--- config.mk ---
export PLATFORM = sky130hd
export DESIGN_NAME = ssm_master
export DESIGN_NICKNAME = d
export VERILOG_FILES = /design/src/common/ssm_pkg.sv /design/src/common/ssm_acc_if.sv /design/src/logic/ssm_access.sv /design/src/logic/ssm_master.sv
export SDC_FILE = /design/constraint.sdc
export NUM_CORES = 1
export LEC_CHECK = 0
export BUFFER_PORTS_ARGS = -buffer_cell sky130_fd_sc_hd__clkbuf_2
export CAP_MARGIN = 10
export CELL_PAD_IN_SITES_DETAIL_PLACEMENT = 0
export CELL_PAD_IN_SITES_GLOBAL_PLACEMENT = 2
export CORE_AREA = 4 4 189 191
export DETAILED_ROUTE_END_ITERATION = 6
export DIE_AREA = 0 0 193 195
export PLACE_DENSITY_LB_ADDON = 0.15
export RECOVER_POWER = 25
export SYNTH_ARGS = -nofsm -noshare
export SYNTH_HDL_FRONTEND = slang
export SYNTH_SLANG_ARGS = --single-unit
--- constraint.sdc ---
create_clock -name clock_in -period 8.05 [get_ports clock_in]
set_input_delay 1.61 -clock clock_in [delete_from_list [all_inputs] [get_ports clock_in]]
set_output_delay 1.61 -clock clock_in [all_outputs]
set_load 0.05 [all_outputs]
--- src/common/ssm_pkg.sv ---
// Shared constants and types for the slave state machine master
package ssm_pkg;

   // One-hot codes of the state field in the request and report words
   localparam logic [3:0] STATE_INIT = 4'h1;
   localparam logic [3:0] STATE_PREOP = 4'h2;
   localparam logic [3:0] STATE_SAFEOP = 4'h4;
   localparam logic [3:0] STATE_OP = 4'h8;

   // Field positions of the state request word
   localparam int REQ_STATE_LSB = 0;
   localparam int REQ_ACK_BIT = 4;
   localparam int REQ_RSVD_LSB = 5;
   localparam int REQ_APP_LSB = 8;

   // Field positions of the state report word
   localparam int RPT_STATE_LSB = 0;
   localparam int RPT_ERR_BIT = 4;

   // Object indexes used by the remapping procedure
   localparam logic [15:0] RX_MAP_BASE = 16'h1600;
   localparam logic [15:0] TX_MAP_BASE = 16'h1A00;
   localparam logic [15:0] SM_RX_INDEX = 16'h1C12;
   localparam logic [15:0] SM_TX_INDEX = 16'h1C13;
   localparam logic [7:0] SUB_COUNT = 8'h00;

   // Mapping entry layout: index, sub-index, length in bits
   localparam int MAP_OBJ_LSB = 16;
   localparam int MAP_SUB_LSB = 8;
   localparam int MAP_LEN_LSB = 0;
   localparam int MAP_ENTRIES = 8;
   localparam logic [3:0] MAP_MAX = 4'h8;
   localparam logic [2:0] SM_SLOT_MAX = 3'h4;

   // Access kinds and sizes on the device port
   localparam logic KIND_OBJ = 1'b0;
   localparam logic KIND_CTRL = 1'b1;
   localparam logic [1:0] SIZE_8 = 2'h0;
   localparam logic [1:0] SIZE_16 = 2'h1;
   localparam logic [1:0] SIZE_32 = 2'h2;

   // Values after reset
   localparam logic [15:0] RPT_RESET = 16'h0001;
   localparam logic [31:0] WORD_RESET = 32'h0000_0000;

   // Sequencer states, Gray coded in listing order; steps back to SSM_HOP and into SSM_PDO_OFF change more than one bit,
   // as do aborts to SSM_IDLE from every access state but SSM_SM_OFF
   typedef enum logic [3:0] {
      SSM_IDLE = 4'h0,
      SSM_HOP = 4'h1,
      SSM_CTRL = 4'h3,
      SSM_WAIT_RPT = 4'h2,
      SSM_PDO_OFF = 4'h6,
      SSM_MAP = 4'h7,
      SSM_PDO_ON = 4'h5,
      SSM_SM_OFF = 4'h4,
      SSM_SM_SLOT = 4'hC,
      SSM_SM_ON = 4'hD
   } ssm_main_e;

   // Access engine states
   typedef enum logic [1:0] {
      SSM_ACC_IDLE = 2'h0,
      SSM_ACC_HI = 2'h1,
      SSM_ACC_LO = 2'h3
   } ssm_acc_e;

endpackage : ssm_pkg

--- src/common/ssm_acc_if.sv ---
// Carrier between the sequencer and the device access engine
`timescale 1ns/10ps
interface ssm_acc_if;
   logic start;
   logic kind;
   logic [15:0] index;
   logic [7:0] sub;
   logic [1:0] size;
   logic [31:0] data;
   logic busy;
   logic done;
   logic fail;

   modport ctl (output start, kind, index, sub, size, data,
                input busy, done, fail);
   modport eng (input start, kind, index, sub, size, data,
                output busy, done, fail);
endinterface : ssm_acc_if

--- src/logic/ssm_access.sv ---
// Four-phase access engine toward the device port
`timescale 1ns/10ps
module ssm_access
(
   input wire logic clock_in,
   input wire logic reset_n_in,
   ssm_acc_if.eng acc,
   output logic dev_req_out,
   output logic dev_kind_out,
   output logic [15:0] dev_index_out,
   output logic [7:0] dev_sub_out,
   output logic [1:0] dev_size_out,
   output logic [31:0] dev_data_out,
   input wire logic dev_done_in,
   input wire logic dev_fail_in
);
   ssm_pkg::ssm_acc_e st_reg;
   ssm_pkg::ssm_acc_e st_next;
   logic done_s1_reg;
   logic done_s2_reg;
   logic fail_s1_reg;
   logic fail_s2_reg;
   logic fail_cap_reg;
   logic done_reg;
   logic fail_reg;
   wire logic take;
   wire logic acked;
   wire logic released;

   // Decode of the handshake phases
   assign take = (st_reg == ssm_pkg::SSM_ACC_IDLE) && acc.start;
   assign acked = (st_reg == ssm_pkg::SSM_ACC_HI) && done_s2_reg;
   assign released = (st_reg == ssm_pkg::SSM_ACC_LO) && !done_s2_reg;
   assign acc.busy = (st_reg != ssm_pkg::SSM_ACC_IDLE);
   assign acc.done = done_reg;
   assign acc.fail = fail_reg;

   // Next state: request up, wait acknowledge, wait its release
   always_comb
   begin
      st_next = st_reg;
      case (st_reg)
         ssm_pkg::SSM_ACC_IDLE: if (take) st_next = ssm_pkg::SSM_ACC_HI;
         ssm_pkg::SSM_ACC_HI: if (acked) st_next = ssm_pkg::SSM_ACC_LO;
         ssm_pkg::SSM_ACC_LO: if (released) st_next = ssm_pkg::SSM_ACC_IDLE;
         default: st_next = ssm_pkg::SSM_ACC_IDLE;
      endcase
   end

   // Device answers are asynchronous, so two flops before use
   always_ff @(posedge clock_in or negedge reset_n_in)
   begin
      if (!reset_n_in)
      begin
         done_s1_reg <= 1'b0;
         done_s2_reg <= 1'b0;
         fail_s1_reg <= 1'b0;
         fail_s2_reg <= 1'b0;
      end
      else
      begin
         done_s1_reg <= dev_done_in;
         done_s2_reg <= done_s1_reg;
         fail_s1_reg <= dev_fail_in;
         fail_s2_reg <= fail_s1_reg;
      end
   end

   // State and completion pulses
   always_ff @(posedge clock_in or negedge reset_n_in)
   begin
      if (!reset_n_in)
      begin
         st_reg <= ssm_pkg::SSM_ACC_IDLE;
         fail_cap_reg <= 1'b0;
         done_reg <= 1'b0;
         fail_reg <= 1'b0;
      end
      else
      begin
         st_reg <= st_next;
         if (acked)
            fail_cap_reg <= fail_s2_reg;
         done_reg <= released;
         fail_reg <= released && fail_cap_reg;
      end
   end

   // Request and its payload are held steady through the handshake
   always_ff @(posedge clock_in or negedge reset_n_in)
   begin
      if (!reset_n_in)
      begin
         dev_req_out <= 1'b0;
         dev_kind_out <= ssm_pkg::KIND_OBJ;
         dev_index_out <= 16'h0000;
         dev_sub_out <= 8'h00;
         dev_size_out <= ssm_pkg::SIZE_8;
         dev_data_out <= ssm_pkg::WORD_RESET;
      end
      else
      begin
         if (take)
         begin
            dev_req_out <= 1'b1;
            dev_kind_out <= acc.kind;
            dev_index_out <= acc.index;
            dev_sub_out <= acc.sub;
            dev_size_out <= acc.size;
            dev_data_out <= acc.data;
         end
         else if (acked)
            dev_req_out <= 1'b0;
      end
   end
endmodule : ssm_access

--- src/logic/ssm_master.sv ---
// Master side sequencer for slave state changes and process data remap
`timescale 1ns/10ps
module ssm_master
(
   input wire logic clock_in,
   input wire logic reset_n_in,
   // State change command
   input wire logic cmd_state_in,
   input wire logic [3:0] cmd_target_in,
   input wire logic cmd_ack_in,
   input wire logic [7:0] cmd_app_in,
   // Mapping entry load
   input wire logic map_wr_in,
   input wire logic [2:0] map_sel_in,
   input wire logic [15:0] map_obj_in,
   input wire logic [7:0] map_sub_in,
   input wire logic [7:0] map_len_in,
   // Remap command
   input wire logic cmd_remap_in,
   input wire logic remap_tx_in,
   input wire logic [1:0] remap_pdo_in,
   input wire logic [3:0] remap_count_in,
   input wire logic [1:0] remap_slot_in,
   input wire logic [2:0] remap_sm_count_in,
   // Status toward the user
   output logic busy_out,
   output logic done_out,
   output logic error_out,
   output logic [3:0] cur_state_out,
   output logic [15:0] report_out,
   // Device port
   output logic dev_req_out,
   output logic dev_kind_out,
   output logic [15:0] dev_index_out,
   output logic [7:0] dev_sub_out,
   output logic [1:0] dev_size_out,
   output logic [31:0] dev_data_out,
   input wire logic dev_done_in,
   input wire logic dev_fail_in,
   input wire logic dev_report_tgl_in,
   input wire logic [15:0] dev_report_in
);
   ssm_acc_if acc ();

   ssm_pkg::ssm_main_e st_reg;
   ssm_pkg::ssm_main_e st_next;
   logic [31:0] map_mem [0:ssm_pkg::MAP_ENTRIES-1];
   logic [3:0] tgt_reg;
   logic [3:0] hop_reg;
   logic ack_reg;
   logic [7:0] app_reg;
   logic remap_pend_reg;
   logic tx_reg;
   logic [1:0] pdo_reg;
   logic [3:0] count_reg;
   logic [1:0] slot_reg;
   logic [2:0] sm_count_reg;
   logic [2:0] entry_reg;
   logic issued_reg;
   logic tgl_s1_reg;
   logic tgl_s2_reg;
   logic tgl_s3_reg;
   logic [15:0] rpt_s1_reg;
   logic [15:0] rpt_s2_reg;

   wire logic idle;
   wire logic rpt_event;
   wire logic rpt_err;
   wire logic [3:0] rpt_state;
   wire logic rpt_bad;
   wire logic [3:0] hop;
   wire logic at_target;
   wire logic acc_state;
   wire logic acc_ok;
   wire logic acc_bad;
   wire logic take_state;
   wire logic take_remap;
   wire logic remap_bad;
   wire logic last_entry;
   wire logic [15:0] map_index;
   wire logic [15:0] sm_index;
   wire logic [15:0] req_word;
   wire logic fail_now;

   // Next legal step toward the target; init only leaves to pre-op,
   // pre-op reaches op through safe-op
   function automatic logic [3:0] next_hop(input logic [3:0] cur,
                                           input logic [3:0] tgt);
      logic [3:0] h;
      h = tgt;
      if (cur == ssm_pkg::STATE_INIT && tgt != ssm_pkg::STATE_INIT)
         h = ssm_pkg::STATE_PREOP;
      else if (cur == ssm_pkg::STATE_PREOP && tgt == ssm_pkg::STATE_OP)
         h = ssm_pkg::STATE_SAFEOP;
      return h;
   endfunction : next_hop

   ssm_access u_access
   (
      .clock_in(clock_in),
      .reset_n_in(reset_n_in),
      .acc(acc),
      .dev_req_out(dev_req_out),
      .dev_kind_out(dev_kind_out),
      .dev_index_out(dev_index_out),
      .dev_sub_out(dev_sub_out),
      .dev_size_out(dev_size_out),
      .dev_data_out(dev_data_out),
      .dev_done_in(dev_done_in),
      .dev_fail_in(dev_fail_in)
   );

   // Report decode; the data is stable once its toggle has crossed
   assign rpt_event = tgl_s2_reg ^ tgl_s3_reg;
   assign rpt_state = rpt_s2_reg[ssm_pkg::RPT_STATE_LSB +: 4];
   assign rpt_err = rpt_s2_reg[ssm_pkg::RPT_ERR_BIT];
   // a set error flag or a state other than the step fails it
   assign rpt_bad = rpt_err || (rpt_state != hop_reg);

   // walk one permitted step at a time
   assign hop = next_hop(cur_state_out, tgt_reg);
   assign at_target = (cur_state_out == tgt_reg);

   // Command acceptance; anything arriving while busy is ignored
   assign idle = (st_reg == ssm_pkg::SSM_IDLE);
   assign take_state = idle && cmd_state_in;
   assign take_remap = idle && !cmd_state_in && cmd_remap_in;
   // more than eight entries cannot be mapped
   assign remap_bad = (remap_count_in > ssm_pkg::MAP_MAX) ||
                      (remap_sm_count_in > ssm_pkg::SM_SLOT_MAX) ||
                      ({1'b0, remap_slot_in} >= remap_sm_count_in);

   // States that drive one access through the engine
   assign acc_state = (st_reg == ssm_pkg::SSM_CTRL) ||
                      (st_reg == ssm_pkg::SSM_PDO_OFF) ||
                      (st_reg == ssm_pkg::SSM_MAP) ||
                      (st_reg == ssm_pkg::SSM_PDO_ON) ||
                      (st_reg == ssm_pkg::SSM_SM_OFF) ||
                      (st_reg == ssm_pkg::SSM_SM_SLOT) ||
                      (st_reg == ssm_pkg::SSM_SM_ON);
   assign acc_ok = acc_state && acc.done && !acc.fail;
   assign acc_bad = acc_state && acc.fail;
   assign fail_now = acc_bad ||
                     ((st_reg == ssm_pkg::SSM_WAIT_RPT) && rpt_event &&
                      rpt_bad);
   assign last_entry = ({1'b0, entry_reg} == count_reg - 4'h1);

   // receive maps go to 1C12h slots, transmit maps to 1C13h
   assign map_index = (tx_reg ? ssm_pkg::TX_MAP_BASE
                              : ssm_pkg::RX_MAP_BASE) + {14'h0000, pdo_reg};
   assign sm_index = tx_reg ? ssm_pkg::SM_TX_INDEX : ssm_pkg::SM_RX_INDEX;

   // reserved bits zero, application byte on top
   assign req_word = {app_reg, 3'b000, ack_reg, hop_reg};

   // Access parameters per sequencer state
   assign acc.start = acc_state && !issued_reg && !acc.busy;
   assign acc.kind = (st_reg == ssm_pkg::SSM_CTRL) ? ssm_pkg::KIND_CTRL
                                                   : ssm_pkg::KIND_OBJ;
   assign acc.index = (st_reg == ssm_pkg::SSM_CTRL) ? 16'h0000 :
                      (st_reg == ssm_pkg::SSM_SM_OFF ||
                       st_reg == ssm_pkg::SSM_SM_SLOT ||
                       st_reg == ssm_pkg::SSM_SM_ON) ? sm_index : map_index;
   assign acc.sub = (st_reg == ssm_pkg::SSM_MAP) ?
                       {5'h00, entry_reg} + 8'h01 :
                    (st_reg == ssm_pkg::SSM_SM_SLOT) ?
                       {6'h00, slot_reg} + 8'h01 : ssm_pkg::SUB_COUNT;
   assign acc.size = (st_reg == ssm_pkg::SSM_CTRL ||
                      st_reg == ssm_pkg::SSM_SM_SLOT) ? ssm_pkg::SIZE_16 :
                     (st_reg == ssm_pkg::SSM_MAP) ? ssm_pkg::SIZE_32
                                                  : ssm_pkg::SIZE_8;
   // zero count first disables the mapping
   // entry count written last re-enables it
   // channel count zeroed before its slot changes
   // channel count written last re-enables it
   assign acc.data = (st_reg == ssm_pkg::SSM_CTRL) ? {16'h0000, req_word} :
                     (st_reg == ssm_pkg::SSM_MAP) ? map_mem[entry_reg] :
                     (st_reg == ssm_pkg::SSM_PDO_ON) ?
                        {28'h000_0000, count_reg} :
                     (st_reg == ssm_pkg::SSM_SM_SLOT) ?
                        {16'h0000, map_index} :
                     (st_reg == ssm_pkg::SSM_SM_ON) ?
                        {29'h0000_0000, sm_count_reg} : ssm_pkg::WORD_RESET;

   // Sequencer next state
   always_comb
   begin
      st_next = st_reg;
      case (st_reg)
         ssm_pkg::SSM_IDLE:
            if (take_state || (take_remap && !remap_bad))
               st_next = ssm_pkg::SSM_HOP;
         ssm_pkg::SSM_HOP:
            if (!at_target)
               st_next = ssm_pkg::SSM_CTRL;
            else if (remap_pend_reg)
               st_next = ssm_pkg::SSM_PDO_OFF;
            else
               st_next = ssm_pkg::SSM_IDLE;
         // the request write is answered by a report
         ssm_pkg::SSM_CTRL:
            if (acc_bad)
               st_next = ssm_pkg::SSM_IDLE;
            else if (acc_ok)
               st_next = ssm_pkg::SSM_WAIT_RPT;
         // a refused step ends the walk where the slave stays
         ssm_pkg::SSM_WAIT_RPT:
            if (rpt_event)
               st_next = rpt_bad ? ssm_pkg::SSM_IDLE : ssm_pkg::SSM_HOP;
         ssm_pkg::SSM_PDO_OFF:
            if (acc_bad)
               st_next = ssm_pkg::SSM_IDLE;
            else if (acc_ok)
               st_next = (count_reg == 4'h0) ? ssm_pkg::SSM_HOP
                                             : ssm_pkg::SSM_MAP;
         ssm_pkg::SSM_MAP:
            if (acc_bad)
               st_next = ssm_pkg::SSM_IDLE;
            else if (acc_ok && last_entry)
               st_next = ssm_pkg::SSM_PDO_ON;
         ssm_pkg::SSM_PDO_ON:
            if (acc_bad)
               st_next = ssm_pkg::SSM_IDLE;
            else if (acc_ok)
               st_next = ssm_pkg::SSM_SM_OFF;
         // channel writes happen in pre-op after its count is zero
         ssm_pkg::SSM_SM_OFF:
            if (acc_bad)
               st_next = ssm_pkg::SSM_IDLE;
            else if (acc_ok)
               st_next = ssm_pkg::SSM_SM_SLOT;
         ssm_pkg::SSM_SM_SLOT:
            if (acc_bad)
               st_next = ssm_pkg::SSM_IDLE;
            else if (acc_ok)
               st_next = ssm_pkg::SSM_SM_ON;
         ssm_pkg::SSM_SM_ON:
            if (acc_bad)
               st_next = ssm_pkg::SSM_IDLE;
            else if (acc_ok)
               st_next = ssm_pkg::SSM_HOP;
         default: st_next = ssm_pkg::SSM_IDLE;
      endcase
   end

   // Report toggle and word cross in two flops; third flop for the edge
   always_ff @(posedge clock_in or negedge reset_n_in)
   begin
      if (!reset_n_in)
      begin
         tgl_s1_reg <= 1'b0;
         tgl_s2_reg <= 1'b0;
         tgl_s3_reg <= 1'b0;
         rpt_s1_reg <= ssm_pkg::RPT_RESET;
         rpt_s2_reg <= ssm_pkg::RPT_RESET;
      end
      else
      begin
         tgl_s1_reg <= dev_report_tgl_in;
         tgl_s2_reg <= tgl_s1_reg;
         tgl_s3_reg <= tgl_s2_reg;
         rpt_s1_reg <= dev_report_in;
         rpt_s2_reg <= rpt_s1_reg;
      end
   end

   // entry word is index, sub-index and length in bits
   always_ff @(posedge clock_in)
   begin
      if (map_wr_in && idle)
         map_mem[map_sel_in] <= {map_obj_in, map_sub_in, map_len_in};
   end

   // Command capture; a remap first walks to pre-op
   always_ff @(posedge clock_in or negedge reset_n_in)
   begin
      if (!reset_n_in)
      begin
         tgt_reg <= ssm_pkg::STATE_INIT;
         ack_reg <= 1'b0;
         app_reg <= 8'h00;
         remap_pend_reg <= 1'b0;
         tx_reg <= 1'b0;
         pdo_reg <= 2'h0;
         count_reg <= 4'h0;
         slot_reg <= 2'h0;
         sm_count_reg <= 3'h0;
      end
      else if (take_state)
      begin
         tgt_reg <= cmd_target_in;
         ack_reg <= cmd_ack_in;
         app_reg <= cmd_app_in;
         remap_pend_reg <= 1'b0;
      end
      else if (take_remap && !remap_bad)
      begin
         tgt_reg <= ssm_pkg::STATE_PREOP;
         ack_reg <= 1'b0;
         app_reg <= 8'h00;
         remap_pend_reg <= 1'b1;
         tx_reg <= remap_tx_in;
         pdo_reg <= remap_pdo_in;
         count_reg <= remap_count_in;
         slot_reg <= remap_slot_in;
         sm_count_reg <= remap_sm_count_in;
      end
      else if (st_reg == ssm_pkg::SSM_SM_ON && acc_ok)
      begin
         // outputs are configured, so now head for operational
         tgt_reg <= ssm_pkg::STATE_OP;
         remap_pend_reg <= 1'b0;
      end
      else if (st_reg == ssm_pkg::SSM_PDO_OFF && acc_ok &&
               count_reg == 4'h0)
         remap_pend_reg <= 1'b0;
   end

   // Step latch, access bookkeeping and entry counter
   always_ff @(posedge clock_in or negedge reset_n_in)
   begin
      if (!reset_n_in)
      begin
         hop_reg <= ssm_pkg::STATE_INIT;
         issued_reg <= 1'b0;
         entry_reg <= 3'h0;
      end
      else
      begin
         if (st_reg == ssm_pkg::SSM_HOP)
            hop_reg <= hop;
         if (acc.start)
            issued_reg <= 1'b1;
         else if (acc.done)
            issued_reg <= 1'b0;
         if (st_reg == ssm_pkg::SSM_PDO_OFF)
            entry_reg <= 3'h0;
         else if (st_reg == ssm_pkg::SSM_MAP && acc_ok && !last_entry)
            entry_reg <= entry_reg + 3'h1;
      end
   end

   // User status; the mirrored state follows only confirmed steps
   always_ff @(posedge clock_in or negedge reset_n_in)
   begin
      if (!reset_n_in)
      begin
         st_reg <= ssm_pkg::SSM_IDLE;
         // the slave comes up in init
         cur_state_out <= ssm_pkg::STATE_INIT;
         report_out <= ssm_pkg::RPT_RESET;
         busy_out <= 1'b0;
         done_out <= 1'b0;
         error_out <= 1'b0;
      end
      else
      begin
         st_reg <= st_next;
         if (rpt_event)
            report_out <= rpt_s2_reg;
         // each confirmed step is what starts or stops services
         // a direct downward step is taken as one request
         if (st_reg == ssm_pkg::SSM_WAIT_RPT && rpt_event && !rpt_err)
            cur_state_out <= rpt_state;
         busy_out <= (st_next != ssm_pkg::SSM_IDLE);
         done_out <= !idle && (st_next == ssm_pkg::SSM_IDLE) && !fail_now;
         if (take_state || take_remap)
            error_out <= take_remap && remap_bad;
         else if (fail_now)
            error_out <= 1'b1;
      end
   end
endmodule : ssm_master
==> impl_metrics.env <==
export IMPL_status="completed"
export IMPL_hold_viol_final=0
export IMPL_maxCapViolations=0
export IMPL_ys_seq_area_frac=0.727
export IMPL_grt_pass1_wl_um=52300
export IMPL_hold_path_class="reg2reg"
export IMPL_cts_root_buffer="clkbuf_16"
export IMPL_core_area_mm2=0.0341
export IMPL_rr_worst_depth=3
export IMPL_hpwl_um=20100
export IMPL_ff_latch_area_mm2=0.0115
export IMPL_clk_pin_slew_ns=0.05
export IMPL_pin_count=167
export IMPL_total_power_mw=5.68
export IMPL_start_kind="input port"
export IMPL_finalCriticalPeriod_ns=3.58
export IMPL_synth_cell_type_count=62
export IMPL_crit_path_end_kind="flop"
export IMPL_gr_usage_met2=0.295
export IMPL_worstPathRequired_ns=8.46
export IMPL_cts_hold_buf=0
export IMPL_track_usage=0.181
export IMPL_finClkSkew_ns=0.00881
export IMPL_first_pass_iters=4
export IMPL_final_cell_mix="edfxtp_1 (256), dfrtp_1 (143), clkbuf_2 (129)"
export IMPL_vias_per_cell=5.26
export IMPL_die_h_um=195
export IMPL_async_reset_ff_frac=0.373
export IMPL_die_area_mm2=0.0376
export IMPL_die_w_um=193
export IMPL_ys_top_cells_by_area="edfxtp_1 (49%), dfrtp_1 (23%), mux4_2 (9.1%)"
export IMPL_cp_arrival_ns=3.98
export IMPL_grtUsageMet1=0.260
export IMPL_critPathKind="in2reg"
export IMPL_synthAdderAreaFrac=0.00475
export IMPL_synth_top_cell_by_area="edfxtp_1"
export IMPL_p_leak_nw=6.75
export IMPL_post_cts_setup_buffers=0
export IMPL_rsz0062_at_grt="no"
export IMPL_multi_input_area_mm2=0.00408
export IMPL_syn_inst=924
export IMPL_pwr_share_comb=0.196
export IMPL_switchingPower_mw=1.73
export IMPL_yosys_area_top_type_share=0.486
export IMPL_setup_violations=0
export IMPL_top_regs="map_mem (256), u_access.dev_data_out (32)"
export IMPL_pre_cts_ws_ns=3.89
export IMPL_yosys_area_share_simple=0.0536
export IMPL_power_frac_clock=0.335
export IMPL_antenna_found_initial=2
export IMPL_numPortBuffers=153
export IMPL_power_density_mw_per_mm2=309
export IMPL_synth_compound_area_frac=0.0435
export IMPL_drt_iter0_drc=477
export IMPL_nets=1177
export IMPL_place_congestion=0.751
export IMPL_num_rows=68
export IMPL_routed_wl_um=33500
export IMPL_area_delta_synth_final_pct=16.3
export IMPL_insertion_delay_ns=0.54
export IMPL_fmax_ghz=0.280
export IMPL_regMostFlops="map_mem"
export IMPL_ir_drop_uv=168
export IMPL_route_detailed_drc=0
export IMPL_tns_ns=0
export IMPL_setup_slack_ns=4.47
export IMPL_post_cts_resized=0
export IMPL_h_tree_depth=2
export IMPL_syn_avg_cell_area_um2=17.1
export IMPL_netlist_area_mm2=0.0158
export IMPL_timing_slew_headroom=0.238
export IMPL_synth_seq_cells=408
export IMPL_cts_tree="built"
export IMPL_synth_warnings=0
export IMPL_largest_register_ffs=256
export IMPL_diodes=0
export IMPL_numCtsBuffers=43
export IMPL_synth_xor_area_frac=0.0104
export IMPL_num_vias=8279
export IMPL_crit_fanout=25
export IMPL_grt_busiest_layer="met2"
export IMPL_synth_edff_count=256
export IMPL_cts_max_path_buffers=3
export IMPL_drt_wirelength_per_cell_um=21.2
export IMPL_num_fill_cells=2821
export IMPL_final_common_cell="edfxtp_1"
export IMPL_pwr_share_seq=0.469
export IMPL_muxShareOfSynthArea=0.138
export IMPL_grt_pass1_vias=8794
export IMPL_synth_top_family_by_area="multiplexers"
export IMPL_layout_worst_path_cycle_share=0.444
export IMPL_grt_max_degree=89
export IMPL_p_int_mw=3.95
export IMPL_ys_dominant_reg_cell="edfxtp_1"
export IMPL_initial_core_util=0.463
export IMPL_slew_violations=0
export IMPL_drive_gt1_frac=0.288
export IMPL_tightest_slew_ns=1.14
export IMPL_drtAntennaViolNets=0
export IMPL_switching_share=0.304
export IMPL_holdPathStages=0
export IMPL_cts_sinks=408
export IMPL_grt_ovfl_total=0
export IMPL_gr_usage_met3=0.0318
synthesized netlist by cell type (9+ instances only):
cell / number
edfxtp_1: 256
dfrtp_1: 146
nand2_1: 80
mux4_2: 64
o21ai_0: 51
nor2_1: 41
mux2i_1: 34
mux2_2: 29
a21oi_1: 26
buf_2: 19
clkbuf_1: 19
buf_4: 13
nand3_1: 12
xnor2_1: 11
inv_1: 10
nand2b_1: 9
final cells by class:
cell class,count,area share
Clock inverter,7,0.00265
Tap cell,455,0.0310
Inverter,10,0.00204
Sequential cell,408,0.626
Multi-Input combinational cell,461,0.222
Timing Repair Buffer,163,0.0443
Clock buffer,71,0.0725
per-layer routing:
| layer | share of wire | vias up |
|---|---|---|
| met5 | 0.00081 | - |
| met4 | 0.013 | 4 |
| met3 | 0.045 | 41 |
| met2 | 0.49 | 167 |
| met1 | 0.46 | 4244 |
| li1 | - | 3823 |
power by group through the flow:
| stage | registers [mW] | clock network (mW) | logic, mW |
|---|---|---|---|
| 2_1_floorplan | 2.92 | 0 | 0.573 |
| 3_3_place_gp | 2.70 | 0 | 1.12 |
| 3_5_place_dp | 2.71 | 0 | 1.13 |
| 4_1_cts | 2.67 | 1.96 | 1.13 |
| 5_1_grt | 2.70 | 2.05 | 1.22 |
| 6_report | 2.67 | 1.90 | 1.11 |
path summary, 6_finish.rpt:
| path | from | end | slack [ns] |
|---|---|---|---|
| hold / removal | rpt_s1_reg[9] | rpt_s2_reg[9] | 0.34 |
| max in group asynchronous | reset_n_in | u_access.dev_index_out[11] | 5.50 |
| setup reg to reg | st_reg[0] | map_mem[7][4] | 4.93 |
| hold reg to reg | rpt_s1_reg[9] | rpt_s2_reg[9] | 0.34 |
| min in group asynchronous | reset_n_in | rpt_s1_reg[15] | 1.16 |
| setup / recovery | remap_slot_in[0] | pdo_reg[0] | 4.47 |
logic make-up (layout without fill, tap and decap cells):
kind of cell	Yosys count	after routing
simple gates	178	178
fa+ha+maj	6	6
buf+inv	67	251
compound gates	115	115
other cells	1	13
xor+xnor	17	17
flops	408	408
mux	132	132
through the flow:
| stage | utilization | std cells | hold WS [ns] | area, µm² |
|---|---|---|---|---|
| floorplan | - | 936 | 0.331 | 15900 |
| global placement | 0.499 | 1497 | 0.331 | 17000 |
| detailed placement | 0.499 | 1497 | 0.335 | 17000 |
| CTS | 0.540 | 1575 | 0.346 | 18400 |
| global route | 0.539 | 1575 | 0.353 | 18400 |
| finish | 0.539 | 1575 | 0.341 | 18400 |
critical path, stage by stage:
cell      delay, ns
clkbuf_2       0.08
inv_1          0.04
ha_1           0.27
nand2b_1       0.14
a211oi_1       0.22
a21oi_1        0.12
or4_1          1.02
mux2_4         0.47
(Power assumes the default switching activity.)
